<file path="config.mk">
export PLATFORM = sky130hd
export DESIGN_NAME = irq_pc_control
export DESIGN_NICKNAME = d
export VERILOG_FILES = /design/src/verilog/irq_pc_pkg.sv /design/src/verilog/core_links_if.sv /design/src/verilog/irq_pc_control.sv /design/src/verilog/return_stack.sv /design/src/verilog/port_change_detect.sv
export SDC_FILE = /design/constraint.sdc
export NUM_CORES = 1
export LEC_CHECK = 0
export BUFFER_PORTS_ARGS = -buffer_cell sky130_fd_sc_hd__buf_2
export CAP_MARGIN = 20
export CORE_ASPECT_RATIO = 0.5
export CORE_MARGIN = 8
export CORE_UTILIZATION = 50
export CTS_CLUSTER_SIZE = 12
export DETAILED_ROUTE_END_ITERATION = 8
export PLACE_DENSITY_LB_ADDON = 0.08
export SYNTH_ARGS = -nofsm -noshare
export SYNTH_HDL_FRONTEND = slang
export SYNTH_SLANG_ARGS = --single-unit
</file>
<file path="constraint.sdc">
create_clock -name clk -period 3.3 [get_ports clk]
set_input_delay 0.33 -clock clk [delete_from_list [all_inputs] [get_ports clk]]
set_output_delay 0.33 -clock clk [all_outputs]
set_load 0.05 [all_outputs]
</file>
<file path="src/verilog/irq_pc_pkg.sv">
package irq_pc_pkg;

    // Register offsets
    localparam logic [7:0] PC_LOW_OFFSET        = 8'h02;
    localparam logic [7:0] HIGH_HOLD_OFFSET     = 8'h0a;
    localparam logic [7:0] IRQ_CONTROL_OFFSET   = 8'h0b;
    localparam logic [7:0] PERIPH_FLAG_OFFSET   = 8'h0c;
    localparam logic [7:0] PERIPH_ENABLE_OFFSET = 8'h8c;
    localparam logic [7:0] RESET_CAUSE_OFFSET   = 8'h8e;

    // Interrupt control bit positions
    localparam int GLOBAL_EN_BIT     = 7;
    localparam int PERIPH_GROUP_BIT  = 6;
    localparam int TIMER_EN_BIT      = 5;
    localparam int EXT_EN_BIT        = 4;
    localparam int PORT_EN_BIT       = 3;
    localparam int TIMER_FLAG_BIT    = 2;
    localparam int EXT_FLAG_BIT      = 1;
    localparam int PORT_FLAG_BIT     = 0;

    // Comparator bit in the peripheral registers
    localparam int COMPARATOR_BIT    = 6;

    // Reset cause bit positions
    localparam int POWER_ON_BIT      = 1;
    localparam int BROWNOUT_BIT      = 0;

    // Widths
    localparam int PC_WIDTH          = 13;
    localparam int HIGH_HOLD_WIDTH   = 5;
    localparam int TARGET_WIDTH      = 11;
    localparam int STACK_DEPTH       = 8;
    localparam int PORT_CHANGE_PINS  = 4;

    // Values after reset
    localparam logic [7:0]  IRQ_CONTROL_RESET   = 8'h00;
    localparam logic [7:0]  PERIPH_RESET        = 8'h00;
    localparam logic [1:0]  RESET_CAUSE_RESET   = 2'h0;
    localparam logic [12:0] PC_RESET            = 13'h0000;
    localparam logic [4:0]  HIGH_HOLD_RESET     = 5'h00;
    localparam logic [12:0] IRQ_VECTOR          = 13'h0004;

    // Program counter actions, highest priority first
    typedef enum logic [3:0] {
        PC_CLEAR,
        PC_VECTOR,
        PC_CALL,
        PC_BRANCH,
        PC_RETURN,
        PC_LOAD_LOW,
        PC_ADD_LOW,
        PC_STEP,
        PC_HOLD
    } pc_action_t;

endpackage : irq_pc_pkg

</file>
<file path="src/verilog/core_links_if.sv">
`timescale 1ns/1ps

// Link between the control unit and its return stack
interface stack_if #(parameter int WIDTH = 13);
    logic             push;
    logic             pop;
    logic [WIDTH-1:0] push_data;
    logic [WIDTH-1:0] top_data;
    modport owner (output push, output pop, output push_data,
                   input top_data);
    modport store (input push, input pop, input push_data,
                   output top_data);
endinterface : stack_if

// Link between the control unit and the port change detector
interface port_change_if #(parameter int PINS = 4);
    logic [PINS-1:0] pins;
    logic [PINS-1:0] inputs_mask;
    logic            sample;
    logic            mismatch;
    modport owner  (output pins, output inputs_mask, output sample,
                    input mismatch);
    modport detect (input pins, input inputs_mask, input sample,
                    output mismatch);
endinterface : port_change_if

</file>
<file path="src/verilog/irq_pc_control.sv">
// Operation
// RULE_01: Control holds non-comparator irq bits
// RULE_02: Flags set regardless of enables
// RULE_03: Request needs flag, enable, global and group; code gates only the comparator with group
// RULE_04: Own register for comparator enable
// RULE_05: Own register for comparator flag
// RULE_06: Clear flag before enabling interrupt
// RULE_07: Reset cause bits 7..2 read zero
// RULE_08: Power-on clears bit one; software sets it
// RULE_09: Brown-out clears bit zero; software sets it
// RULE_10: Brown-out flag undefined if detector off
// RULE_11: 13-bit counter, only low byte visible
// RULE_12: Every reset clears the program counter
// RULE_13: Low byte write loads upper from holding
// RULE_14: Call and jump take holding bits 4:3
// RULE_15: Computed jump adds to low byte, no carry
// RULE_16: 8-deep 13-bit stack, hidden pointer
// RULE_17: Call and interrupt entry push the counter
// RULE_18: All three returns pop the stack
// RULE_19: Push and pop leave holding register alone
// RULE_20: Stack wraps, ninth push overwrites first
// RULE_21: No overflow or underflow status
// RULE_22: Port change flag from ORed pin mismatches
//
// Design decision made here: the plain strobed port.
`timescale 1ns/1ps

module irq_pc_control
    import irq_pc_pkg::*;
#(
    parameter logic [12:0] VECTOR = IRQ_VECTOR
) (
    input  wire logic                        clk,
    input  wire logic                        reset_n,
    input  wire logic [7:0]                  reg_addr,
    input  wire logic [7:0]                  reg_wdata,
    input  wire logic                        reg_write,
    input  wire logic                        reg_read,
    output      logic [7:0]                  reg_rdata,
    input  wire logic                        por_event,
    input  wire logic                        bor_event,
    input  wire logic                        other_reset_event,
    input  wire logic                        brownout_detect_config,
    input  wire logic                        timer_overflow_event,
    input  wire logic                        ext_edge_event,
    input  wire logic                        comparator_event,
    input  wire logic [PORT_CHANGE_PINS-1:0] port_pins,
    input  wire logic [PORT_CHANGE_PINS-1:0] port_inputs,
    input  wire logic                        port_read,
    input  wire logic                        pc_step,
    input  wire logic                        branch_en,
    input  wire logic                        call_en,
    input  wire logic [TARGET_WIDTH-1:0]     branch_target,
    input  wire logic                        return_en,
    input  wire logic                        exit_with_literal_instr,
    input  wire logic                        interrupt_exit_instr,
    input  wire logic                        irq_entry,
    input  wire logic                        add_w_to_file_instr,
    input  wire logic [7:0]                  add_value,
    output      logic [PC_WIDTH-1:0]         pc_out,
    output      logic                        irq_request
);

    // State of the unit outside the return stack and the change detector
    typedef struct packed {
        logic [PC_WIDTH-1:0]        pc;
        logic [HIGH_HOLD_WIDTH-1:0] high_hold;
        logic [7:0]                 irq_control;
        logic [7:0]                 periph_flag;
        logic [7:0]                 periph_enable;
        logic [1:0]                 reset_cause;
        logic [7:0]                 rdata;
        logic                       irq;
    } ctrl_state_t;

    ctrl_state_t state_reg;
    ctrl_state_t state_next;
    pc_action_t  pc_action;
    logic        soft_reset;
    logic        any_return;
    logic        wr_low;
    logic        bor_valid;
    logic [7:0]  read_value;
    logic [7:0]  sum_low;

    stack_if #(.WIDTH(PC_WIDTH))               stk ();
    port_change_if #(.PINS(PORT_CHANGE_PINS)) chg ();

    // Address match for write and read paths
    function automatic logic hit(input logic [7:0] addr,
                                 input logic [7:0] offset);
        hit = (addr == offset);
    endfunction : hit

    // Return stack, pointer invisible to software
    return_stack #(
        .WIDTH (PC_WIDTH),
        .DEPTH (STACK_DEPTH)
    ) u_stack (
        .clk     (clk),
        .reset_n (reset_n),
        .link    (stk)
    );                                                   // [RULE_16]

    // Upper port pin change detector
    port_change_detect #(
        .PINS (PORT_CHANGE_PINS)
    ) u_change (
        .clk     (clk),
        .reset_n (reset_n),
        .link    (chg)
    );

    // Feed the detector from the port pins
    assign chg.pins        = port_pins;
    assign chg.inputs_mask = port_inputs;
    assign chg.sample      = port_read;

    // Reset sources that act on the clock
    assign soft_reset = por_event | bor_event | other_reset_event;
    assign any_return = return_en | exit_with_literal_instr
                      | interrupt_exit_instr;                // [RULE_18]
    assign wr_low     = reg_write & hit(reg_addr, PC_LOW_OFFSET);
    assign bor_valid  = bor_event & brownout_detect_config;  // [RULE_10]

    // Computed jump sum stays inside the 256-word block
    assign sum_low = state_reg.pc[7:0] + add_value;          // [RULE_15]

    // Pick one program counter action per cycle
    always_comb begin
        if (soft_reset) begin
            pc_action = PC_CLEAR;                            // [RULE_12]
        end else if (irq_entry) begin
            pc_action = PC_VECTOR;
        end else if (call_en) begin
            pc_action = PC_CALL;
        end else if (branch_en) begin
            pc_action = PC_BRANCH;
        end else if (any_return) begin
            pc_action = PC_RETURN;
        end else if (wr_low) begin
            pc_action = PC_LOAD_LOW;
        end else if (add_w_to_file_instr) begin
            pc_action = PC_ADD_LOW;
        end else if (pc_step) begin
            pc_action = PC_STEP;
        end else begin
            pc_action = PC_HOLD;
        end
    end

    // Stack requests; holding register untouched
    assign stk.push      = (pc_action == PC_CALL)
                         | (pc_action == PC_VECTOR);         // [RULE_17]
    assign stk.pop       = (pc_action == PC_RETURN);         // [RULE_18]
    assign stk.push_data = state_reg.pc;                     // [RULE_19]

    // Register read mux; unmapped addresses read zero
    always_comb begin
        read_value = 8'h00;
        if (hit(reg_addr, PC_LOW_OFFSET)) begin
            read_value = state_reg.pc[7:0];                  // [RULE_11]
        end else if (hit(reg_addr, HIGH_HOLD_OFFSET)) begin
            read_value = {3'h0, state_reg.high_hold};
        end else if (hit(reg_addr, IRQ_CONTROL_OFFSET)) begin
            read_value = state_reg.irq_control;              // [RULE_01]
        end else if (hit(reg_addr, PERIPH_FLAG_OFFSET)) begin
            read_value = state_reg.periph_flag;
        end else if (hit(reg_addr, PERIPH_ENABLE_OFFSET)) begin
            read_value = state_reg.periph_enable;
        end else if (hit(reg_addr, RESET_CAUSE_OFFSET)) begin
            read_value = {6'h00, state_reg.reset_cause};     // [RULE_07]
        end
    end

    // Next state: bus writes first, hardware sets win
    always_comb begin
        state_next = state_reg;

        // Read data stand one cycle only
        state_next.rdata = reg_read ? read_value : 8'h00;

        // Software writes
        if (reg_write) begin
            if (hit(reg_addr, HIGH_HOLD_OFFSET)) begin
                state_next.high_hold = reg_wdata[HIGH_HOLD_WIDTH-1:0];
            end
            if (hit(reg_addr, IRQ_CONTROL_OFFSET)) begin
                state_next.irq_control = reg_wdata;          // [RULE_01]
            end
            if (hit(reg_addr, PERIPH_FLAG_OFFSET)) begin
                state_next.periph_flag = reg_wdata;          // [RULE_05]
            end
            if (hit(reg_addr, PERIPH_ENABLE_OFFSET)) begin
                state_next.periph_enable = reg_wdata;        // [RULE_04]
            end
            if (hit(reg_addr, RESET_CAUSE_OFFSET)) begin
                state_next.reset_cause = reg_wdata[1:0];     // [RULE_08]
            end
        end

        // Entry masks interrupts; the exit reopens them
        if (pc_action == PC_VECTOR) begin
            state_next.irq_control[GLOBAL_EN_BIT] = 1'b0;
        end else if (interrupt_exit_instr
                     && pc_action == PC_RETURN) begin
            state_next.irq_control[GLOBAL_EN_BIT] = 1'b1;
        end

        // Flags set whatever the enables say
        if (timer_overflow_event) begin
            state_next.irq_control[TIMER_FLAG_BIT] = 1'b1;   // [RULE_02]
        end
        if (ext_edge_event) begin
            state_next.irq_control[EXT_FLAG_BIT] = 1'b1;     // [RULE_02]
        end
        if (chg.mismatch) begin
            state_next.irq_control[PORT_FLAG_BIT] = 1'b1;    // [RULE_22]
        end
        if (comparator_event) begin
            state_next.periph_flag[COMPARATOR_BIT] = 1'b1;   // [RULE_05]
        end

        // Reset capture beats a software write
        if (por_event) begin
            state_next.reset_cause[POWER_ON_BIT] = 1'b0;     // [RULE_08]
        end
        if (bor_valid) begin
            state_next.reset_cause[BROWNOUT_BIT] = 1'b0;     // [RULE_09]
        end

        // Program counter update
        case (pc_action)
            PC_CLEAR: begin
                state_next.pc = PC_RESET;                    // [RULE_12]
            end
            PC_VECTOR: begin
                state_next.pc = VECTOR;
            end
            PC_CALL, PC_BRANCH: begin
                state_next.pc = {state_reg.high_hold[4:3],
                                 branch_target};             // [RULE_14]
            end
            PC_RETURN: begin
                state_next.pc = stk.top_data;                // [RULE_18]
            end
            PC_LOAD_LOW: begin
                state_next.pc = {state_reg.high_hold,
                                 reg_wdata};                 // [RULE_13]
            end
            PC_ADD_LOW: begin
                state_next.pc = {state_reg.high_hold,
                                 sum_low};                   // [RULE_15]
            end
            PC_STEP: begin
                state_next.pc = state_reg.pc + PC_WIDTH'(1);
            end
            default: begin
                state_next.pc = state_reg.pc;
            end
        endcase

        // Request to the core
        state_next.irq = state_reg.irq_control[GLOBAL_EN_BIT]
            & ((state_reg.irq_control[TIMER_EN_BIT]
                & state_reg.irq_control[TIMER_FLAG_BIT])
             | (state_reg.irq_control[EXT_EN_BIT]
                & state_reg.irq_control[EXT_FLAG_BIT])
             | (state_reg.irq_control[PORT_EN_BIT]
                & state_reg.irq_control[PORT_FLAG_BIT])
             | (state_reg.irq_control[PERIPH_GROUP_BIT]
                & state_reg.periph_enable[COMPARATOR_BIT]
                & state_reg.periph_flag[COMPARATOR_BIT])); // [RULE_03]
    end

    // State register with power-up values
    always_ff @(posedge clk or negedge reset_n) begin
        if (!reset_n) begin
            state_reg.pc            <= PC_RESET;             // [RULE_12]
            state_reg.high_hold     <= HIGH_HOLD_RESET;
            state_reg.irq_control   <= IRQ_CONTROL_RESET;
            state_reg.periph_flag   <= PERIPH_RESET;
            state_reg.periph_enable <= PERIPH_RESET;
            state_reg.reset_cause   <= RESET_CAUSE_RESET;    // [RULE_08]
            state_reg.rdata         <= 8'h00;
            state_reg.irq           <= 1'b0;
        end else begin
            state_reg <= state_next;
        end
    end

    // Registered outputs
    assign reg_rdata   = state_reg.rdata;
    assign pc_out      = state_reg.pc;                       // [RULE_11]
    assign irq_request = state_reg.irq;

endmodule : irq_pc_control

</file>
<file path="src/verilog/return_stack.sv">
`timescale 1ns/1ps

module return_stack
    import irq_pc_pkg::*;
#(
    parameter int WIDTH = PC_WIDTH,
    parameter int DEPTH = STACK_DEPTH
) (
    input  wire logic clk,
    input  wire logic reset_n,
    stack_if.store    link
);
    localparam int PTR_W = $clog2(DEPTH);

    typedef struct packed {
        logic [DEPTH-1:0][WIDTH-1:0] mem;
        logic [PTR_W-1:0]            ptr;
        logic [WIDTH-1:0]            top;
    } stack_state_t;

    stack_state_t state_reg;
    stack_state_t state_next;

    // Pointer wraps silently, no overflow flag [RULE_21]
    always_comb begin
        state_next = state_reg;
        if (link.push) begin
            state_next.mem[state_reg.ptr] = link.push_data;
            state_next.ptr = state_reg.ptr + PTR_W'(1); // [RULE_20]
            state_next.top = link.push_data;
        end else if (link.pop) begin
            state_next.ptr = state_reg.ptr - PTR_W'(1);
            state_next.top = state_reg.mem[state_reg.ptr - PTR_W'(2)];
        end
    end

    always_ff @(posedge clk or negedge reset_n) begin
        if (!reset_n) begin
            state_reg <= '0;
        end else begin
            state_reg <= state_next;
        end
    end

    assign link.top_data = state_reg.top;

endmodule : return_stack

</file>
<file path="src/verilog/port_change_detect.sv">
`timescale 1ns/1ps

module port_change_detect
    import irq_pc_pkg::*;
#(
    parameter int PINS = PORT_CHANGE_PINS
) (
    input  wire logic clk,
    input  wire logic reset_n,
    port_change_if.detect link
);
    typedef struct packed {
        logic [PINS-1:0] latched;
        logic            mismatch;
    } change_state_t;

    change_state_t   state_reg;
    change_state_t   state_next;
    logic [PINS-1:0] pin_differs;

    // Per-pin compare, outputs excluded
    for (genvar i = 0; i < PINS; i++) begin : g_pin
        assign pin_differs[i] = link.inputs_mask[i]
                              & (link.pins[i] ^ state_reg.latched[i]);
    end

    // A port read relatches and ends the mismatch
    always_comb begin
        state_next = state_reg;
        if (link.sample) begin
            state_next.latched  = link.pins;
            state_next.mismatch = 1'b0;
        end else begin
            state_next.mismatch = |pin_differs;
        end
    end

    always_ff @(posedge clk or negedge reset_n) begin
        if (!reset_n) begin
            state_reg <= '0;
        end else begin
            state_reg <= state_next;
        end
    end

    assign link.mismatch = state_reg.mismatch;

endmodule : port_change_detect

</file>
==> impl_metrics.toml, run 1 <==
[synth]
ys_warn_count = 0
ys_seq_elements = 178
synth.avg_cell_area_sq_um = 12.8
synth_top_area_share_pct = 48.7
synth_flop_cell = "dfrtp_1"
synthArstFlopShare_pct = 100
syn_nets = 793
ys_seq_area_share_pct = 48.7
synth_top_area_cell = "dfrtp_1"
syn_inst = 716
synth-edff-count = 0
synth_most_common_cell = "dfrtp_1"
synthTopCellsByCount = "dfrtp_1 (178), mux2_2 (84), mux2_1 (43)"
synth_area_leaders = "dfrtp_1 (49%), mux2_2 (10%), mux4_2 (6.4%)"
syn-cell-area_sq_um = 9150
synth_cell_types = 60

[power]
p_sw_share_pct = 29.1
power_frac_seq_pct = 46.9
design_power_total_mw = 5.34
p_int_mw = 3.79
power.switching_mw = 1.55
ir_drop_mv = 0.306
power_density_nw_per_um2 = 524
p_comb_share_pct = 16.4
p_clk_share_pct = 36.6
power_leakage_nw = 4.88

[sta]
period_share_pct = 76.2
fmax_mhz = 398
finClkSkew_ns = 0.0109
period_minus_slack_ns = 2.51
setup_viol = 0
tightest_slew_ns = 0.874
fin_setup_tns_ns = 0
slew_headroom_pct = 41.8
rsz0062_at_grt = "no"
hold_viol = 0
slew_viol_final = 0

[clocking]
cts_root_buf = "clkbuf_16"
clkSlewWorstSetupHoldPaths_ns = 0.07
clk_latency_ns = 0.43
post_cts_buffers = 0
cts.sinks = 178
cts_made_buffers = 17
cts_buffer_depth = 2
htree_levels = 4
cts_resized = 0
ctsHoldBuffers = 1
cts_tree = "built"

[die]
fp-row-count = 35
initial_core_util_pct = 50.4
die_x_um = 207
ios = 85
die_h_um = 112
core_sq_um = 18200
die_area_sq_um = 23100

[global_route]
grt.overflow.total = 0
grt_pass1_wl_mm = 35.2
antenna_found_initial = 0
grt_max_degree = 71
grt.total_usage_pct = 19.1
grt_pass1_vias = 6267

[cells_and_area]
nets = 845
fin_area_sq_um = 10200
nFillCells = 1534
antenna_cells = 0
syn_to_final_growth_pct = 11.3
multi_input_area_sq_um = 4270
ff_latch_area_sq_um = 4460
layout-drive-gt1-share_pct = 33.7
largest_reg_flops = 107

[worst_setup_path]
cp.required_ns = 3.61
ff2ff_path_depth = 4
critPathMaxFanout = 18
cp-end-kind = "flop"
timing.rr.end = "u_stack.state_reg[93]"
reg2reg_from = "u_stack.state_reg[14]"
r2r_slack_ns = 0.79
worst_setup_path_start_kind = "flop"
arrival_ns = 2.82
critPathKind = "reg2reg"

[place]
dp_hpwl_mm = 15.8
gp_congestion = 0.825
postPlaceCellArea_sq_um = 9620
port_buffers = 84

[job]
drv_cap = 0

[run_status]
status = "complete, no violations"

[detailed_routing]
vias_per_cell = 5.88
first_pass_iters = 5
final_antenna_net_count = 0
wl_per_cell_um = 21.3
drc_errors = 0
wl_mm = 21.7
drtIter0Drc = 436
vias = 6006

[worst_hold_path]
hp-class = "in2reg"
hold_path_depth = 2
hold_start = "brownout_detect_config"
holdPathEnd = "state_reg[9]"
-- power groups by stage --
stage / clock [mW] / combinational, mW / sequential, mW
3_3_place_gp: 0 / 0.876 / 2.55
3_5_place_dp: 0 / 0.889 / 2.55
6_report: 1.95 / 0.876 / 2.51
2_1_floorplan: 0 / 0.747 / 2.39
4_1_cts: 2.00 / 0.893 / 2.51
5_1_grt: 2.08 / 0.943 / 2.53
-- worst max-delay path by stage --
stage	start	endpoint
floorplan	u_stack.state_reg[14]	u_stack.link.top_data[10]
global placement	por_event	u_stack.state_reg[16]
detailed placement	por_event	u_stack.state_reg[17]
CTS	u_stack.state_reg[14]	u_stack.state_reg[88]
global route	u_stack.state_reg[14]	u_stack.state_reg[88]
finish	u_stack.state_reg[14]	u_stack.state_reg[93]
-- through the flow --
stage / cells / setup slack (ns) / hold WS, ns / utilization (%)
CTS: 1021 / 0.766 / 0.0560 / 56.1
global route: 1021 / 0.607 / 0.0840 / 56.1
detailed placement: 988 / 0.745 / 0.395 / 52.9
floorplan: 716 / 0.731 / 0.0344 / -
global placement: 988 / 0.787 / 0.386 / 52.9
finish: 1021 / 0.785 / 0.0750 / 56.1
-- layout make-up --
type | instances | share of cell area, %
clock buffers | 21 | 4.62
flip-flops and latches | 178 | 43.7
inverters | 12 | 0.467
clock inverters | 11 | 0.909
multi-input cells | 460 | 41.9
repair buffers | 99 | 5.44
well taps | 240 | 2.95
-- logic make-up after synthesis --
kind of cell	after synthesis	share of synthesized area, %
mux	177	24.7
fa+ha+maj	14	2.08
compound gates	109	9.11
simple gates	139	8.75
xor+xnor	21	2.01
flops	178	48.7
buf+inv	78	4.68
-- layer usage --
| metal | vias to the layer above | part of all wire, % | global-route usage, % |
|---|---|---|---|
| met3 | 25 | 4.3 | 4.46 |
| li1 | 2743 | - | - |
| met4 | 0 | 1.4 | 5.40 |
| met1 | 3097 | 48 | 26.1 |
| met2 | 141 | 46 | 30.3 |
| met5 | - | 0 | 0 |
-- worst max-delay path, cell delays in order (launching register included) --
cell and delay, ns:
dfrtp_1 0.91, inv_1 0.19, ha_1 0.27, nand3_1 0.59, mux2_2 0.41
-- cell usage in the layout, fill, tap and decap left out, types with 13 or more instances in the layout --
cell       count
o21ai_0       13
dfrtp_1      177
a22oi_1       13
mux2_1        43
clkbuf_16     17
mux4_2        26
nand2_1       42
buf_2         83
nor2_1        16
mux2i_1       23
mux2_2        84
nand3_1       35
buf_4         13
a21oi_1       13
o211ai_1      22
Power figures use the tool's default switching activity.
==> run 2, diff against run 1 <==
- clock period: 3.3 -> 2.07 ns (I/O delays scaled with it)
==> run 2 against run 1 <==
Register-to-register slack worse by 0.68 ns. Maximum frequency up 28%. Combinational power up 94%. Sequential share of layout area down 2.2 points. Cell count up 6.3%. Core utilization up 3.0 points. Sequential cell count unchanged. Clock skew up 0.0048 ns. Wire length up 4.0%. Critical path type unchanged. Critical endpoint is now u_stack.link.top_data[12]. Largest power group unchanged.
==> impl_metrics.toml, run 2 (synthesized netlist as in run 1, its figures left out) <==
[sta]
fmax_mhz = 509
fin_ws_ns = 0.104
tightest_slew_ns = 0.531
slew_headroom_pct = 64.6
period_minus_slack_ns = 1.97
hold_viol = 0
fin_setup_tns_ns = 0
slew_viol_final = 0
rsz0062_at_grt = "no"
whs_ns = 0.0148
setup_viol = 0
finClkSkew_ns = 0.0157
period_share_pct = 95.0

[worst_setup_path]
critPathKind = "reg2reg"
worst_setup_path_start_kind = "flop"
cp-end-kind = "flop"
critPathMaxFanout = 15
arrival_ns = 2.25
cp.required_ns = 2.36

[power]
p_clk_share_pct = 36.0
p_sw_share_pct = 29.7
design_power_total_mw = 8.71
power.switching_mw = 2.59
power_density_nw_per_um2 = 811
p_int_mw = 6.12
power_leakage_nw = 5.23
ir_drop_mv = 0.524
power_frac_seq_pct = 44.4
p_comb_share_pct = 19.6

[clocking]
cts_root_buf = "clkbuf_16"
htree_levels = 4
cts_tree = "built"
clk_latency_ns = 0.44
clkSlewWorstSetupHoldPaths_ns = 0.08
cts_buffer_depth = 2
post_cts_buffers = 0
cts_made_buffers = 17
cts.sinks = 178

[cells_and_area]
layout-drive-gt1-share_pct = 38.2
fin_area_sq_um = 10700
antenna_cells = 0
largest_reg_flops = 107
nets = 910
layout_commonest_cell = "dfrtp_1"
syn_to_final_growth_pct = 17.3
layout_common_cells = "dfrtp_1 (177), mux2_2 (84), buf_2 (83), buf_4 (69), mux2_1 (43)"
fin_util_pct = 59.1
layout.cells.non_filler = 1085

[die]
ios = 85
core_sq_um = 18200
die_area_sq_um = 23100
fp-row-count = 35
die_h_um = 112
initial_core_util_pct = 50.4
die_x_um = 207

[place]
dp_hpwl_mm = 16.9
postPlaceCellArea_sq_um = 10100
pre_cts_slack_ns = 0.0385
dp.cells = 1047
gp_congestion = 0.890
port_buffers = 84

[detailed_routing]
wl_per_cell_um = 20.8
first_pass_iters = 7
wl_mm = 22.6
vias = 6220
vias_per_cell = 5.73
drtIter0Drc = 374
drc_errors = 0
final_antenna_net_count = 0

[global_route]
met2_usage_pct = 30.8
use_met1_pct = 28.2
grt_pass1_vias = 6486
grt.total_usage_pct = 20.1
antenna_found_initial = 1
top_usage_layer = "met2"
grt_max_degree = 50
grt_pass1_wl_mm = 36.5
grt.overflow.total = 0
grt_util_met3_pct = 4.29

[run_status]
status = "complete, no violations"

[worst_hold_path]
hp-class = "in2reg"

[job]
drv_cap = 0
run 2: path summary, 6_finish.rpt:
kind,endpoint,depth (start not counted),from,slack (ns)
worst min-delay path,state_reg[34],2,irq_entry,0.01
min in group asynchronous,state_reg[10],2,reset_n,0.30
worst min register to register,state_reg[27],1,u_change.link.mismatch,0.45
worst max register to register,u_stack.link.top_data[12],4,u_stack.state_reg[13],0.10
max in group asynchronous,u_stack.state_reg[33],3,reset_n,1.08
worst max-delay path,u_stack.link.top_data[12],4,u_stack.state_reg[13],0.10
run 2: critical path, cell delays in order (launching register included):
cell,delay [ns]
dfrtp_2,0.70
buf_4,0.26
mux4_2,0.52
mux2i_1,0.24
o211ai_1,0.12
run 2: area by class of cell:
type	count	area (sq um)
Fill cell	1469	7440
Sequential cell	178	4460
Multi-Input combinational cell	460	4270
Timing Repair Buffer	164	1090
Clock buffer	17	425
Tap cell	240	300
Clock inverter	14	139
Inverter	12	47.5
run 2: power by group through the flow:
stage               clock (mW)  sequential, mW  combinational, mW
floorplan                    0            3.82               1.20
global route              3.35            3.90               1.83
detailed placement           0            3.93               1.70
finish                    3.14            3.86               1.70
CTS                       3.19            3.86               1.72
global placement             0            3.93               1.69
run 2: repair_timing:
item | in CTS | in global routing
hold buffers | 7 | 0
resized for setup | 0 | 1
setup endpoints to repair | 0 | 1
hold endpoints to repair | 48 | 0
run 2: layer usage:
layer  routed length (um)  vias to the layer above
met1                11200                     3190
met3                  841                       25
met4                  373                        0
met5                    0                        -
li1                     -                     2873
met2                10200                      132
==> run 3, diff against run 2 <==
- clock period: 2.07 -> 1.8 ns (I/O delays scaled with it)
==> run 3 against run 2 <==
The run now ends with negative setup slack left. Global-route usage increased by 0.53 points. Setup slack got worse by 0.13 ns. Die area unchanged. Cell count is 2.2% higher. Sequential power grew 13%. First-iteration DRC count rose by 29%. Clock power increased by 15%. Combinational power up 24%. Sequential share of layout area shrank 1.2 points. Core utilization increased by 1.8 points. Final area rose by 3.0%. Sequential cell count unchanged.
==> impl_metrics.toml, run 3 (synthesized netlist as in run 1, its figures left out) <==
[job]
drv_cap = 0

[global_route]
grt_pass1_wl_mm = 38.0
grt_pass1_vias = 6693
grt.overflow.total = 0
grt.total_usage_pct = 20.6
antenna_found_initial = 0
grt_max_degree = 47

[worst_hold_path]
holdPathEnd = "u_change.state_reg[1]"
hold_path_depth = 2
hold_start = "port_pins[0]"
hp-class = "in2reg"

[die]
die_area_sq_um = 23100
initial_core_util_pct = 50.4
die_h_um = 112
ios = 85
fp-row-count = 35
die_x_um = 207
core_sq_um = 18200

[detailed_routing]
drc_errors = 0
final_antenna_net_count = 0
first_pass_iters = 5
wl_per_cell_um = 20.8
vias = 6348
vias_per_cell = 5.72
wl_mm = 23.1
drtIter0Drc = 483

[clocking]
cts_root_buf = "clkbuf_16"
htree_levels = 4
cts.sinks = 178
clkSlewWorstSetupHoldPaths_ns = 0.07
cts_tree = "built"
cts_buffer_depth = 2
cts_made_buffers = 17
clk_latency_ns = 0.44

[worst_setup_path]
cp.required_ns = 2.09
crit_slowest_cell = "dfrtp_1"
critical_path.top_delay_family = "adder cells"
max_stage_delay_ns = 0.41
timing.rr.end = "pc_out[6]"
worst_setup_path_start_kind = "flop"
critPathMaxFanout = 2
r2r_slack_ns = -0.03
path_common_cell = "o21ai_1"
cp_num_cells = 8
critPathKind = "reg2reg"
cp.buffers_inverters = 0
cp-end-kind = "flop"
arrival_ns = 2.11
reg2reg_from = "pc_out[0]"
path_cells = "ha_4 -> fa_2 -> a21oi_2 -> o21ai_1 -> o21ai_1 -> nand2b_1 -> xnor2_1 -> o211ai_1"
ff2ff_path_depth = 8

[power]
p_sw_share_pct = 29.3
power_frac_seq_pct = 43.3
p_int_mw = 7.15
p_comb_share_pct = 20.9
ir_drop_mv = 0.708
power.switching_mw = 2.96
power_density_nw_per_um2 = 915
power_leakage_nw = 5.34
design_power_total_mw = 10.1
p_clk_share_pct = 35.8

[cells_and_area]
fin_util_pct = 60.8
nFillCells = 1510
layout_common_cells = "dfrtp_1 (177), mux2_2 (84), buf_2 (83), buf_4 (83), mux2_1 (43)"
layout-drive-gt1-share_pct = 40.7
largest_reg_flops = 107
layout_commonest_cell = "dfrtp_1"
layout.cells.non_filler = 1109
syn_to_final_growth_pct = 20.8
nets = 933
antenna_cells = 0
fin_area_sq_um = 11100

[sta]
slew_viol_final = 0
tightest_slew_ns = 0.521
fmax_mhz = 548
setup_viol = 1
slew_headroom_pct = 65.3
finClkSkew_ns = 0.0137
fin_ws_ns = -0.0263
period_minus_slack_ns = 1.83
hold_viol = 0
rsz0062_at_grt = "yes"
period_share_pct = 101

[place]
gp_congestion = 0.892
dp_hpwl_mm = 17.0
postPlaceCellArea_sq_um = 10300
dp.cells = 1065
pre_cts_slack_ns = -0.129
port_buffers = 84

[run_status]
violations = "negative setup slack"
status = "complete, but fails checks"
## run 3: cell types whose count changed in the layout (fill, tap and decap cells not counted), sizes merged
cell | previous run | this run
clkinv | 5 | 4
inv | 21 | 17
clkinvlp | 0 | 4
buf | 157 | 176
dlygate4sd3 | 7 | 11
clkbuf | 17 | 19
## run 3: repair_timing
action / 4_1_cts / 5_1_grt
gates resized for setup: 6 / 6
hold endpoints to repair: 50 / 0
hold buffers: 11 / 0
setup endpoints to repair: 2 / 7
pin swaps: 5 / 1
setup buffers: 0 / 1
## run 3: metrics by stage
step           hold slack [ns]  setup TNS [ns]
6_report                0.0395         -0.0263
5_1_grt                 0.0294          -0.320
4_1_cts                 0.0285               0
3_5_place_dp             0.169           -7.93
3_3_place_gp             0.165           -5.78
2_1_floorplan           -0.116               0
## run 3: routing by layer
layer	up-vias	track usage (%)	routed length, um	share of wire (%)
met5	-	0	0	0
met1	3259	29.4	11500	50
met3	31	3.76	790	3.4
met2	135	32.0	10500	45
met4	0	5.59	360	1.6
li1	2923	-	-	-
## run 3: layout make-up
class	count	area, sq um	area share (%)
clock buffer	19	453	4.10
clock inverter	13	119	1.08
inverter	12	47.5	0.430
multi-input combinational	460	4350	39.3
sequential	178	4460	40.3
tap	240	300	2.72
timing repair buffer	187	1330	12.0
## run 3: power groups by stage
| stage | Sequential, mW | Clock, mW | Combinational [mW] |
|---|---|---|---|
| after floorplan | 4.39 | 0 | 1.47 |
| after global placement | 4.45 | 0 | 2.06 |
| after global routing | 4.41 | 3.84 | 2.29 |
| after CTS | 4.38 | 3.68 | 2.12 |
| final | 4.38 | 3.62 | 2.11 |
| after detailed placement | 4.46 | 0 | 2.09 |
## run 3: worst max-delay path by stage
stage               startpoint               endpoint
finish               pc_out[0]              pc_out[6]
global route         pc_out[0]              pc_out[6]
CTS                  pc_out[0]             pc_out[12]
detailed placement   por_event  u_stack.state_reg[47]
global placement     por_event  u_stack.state_reg[47]
floorplan            por_event  u_stack.state_reg[15]
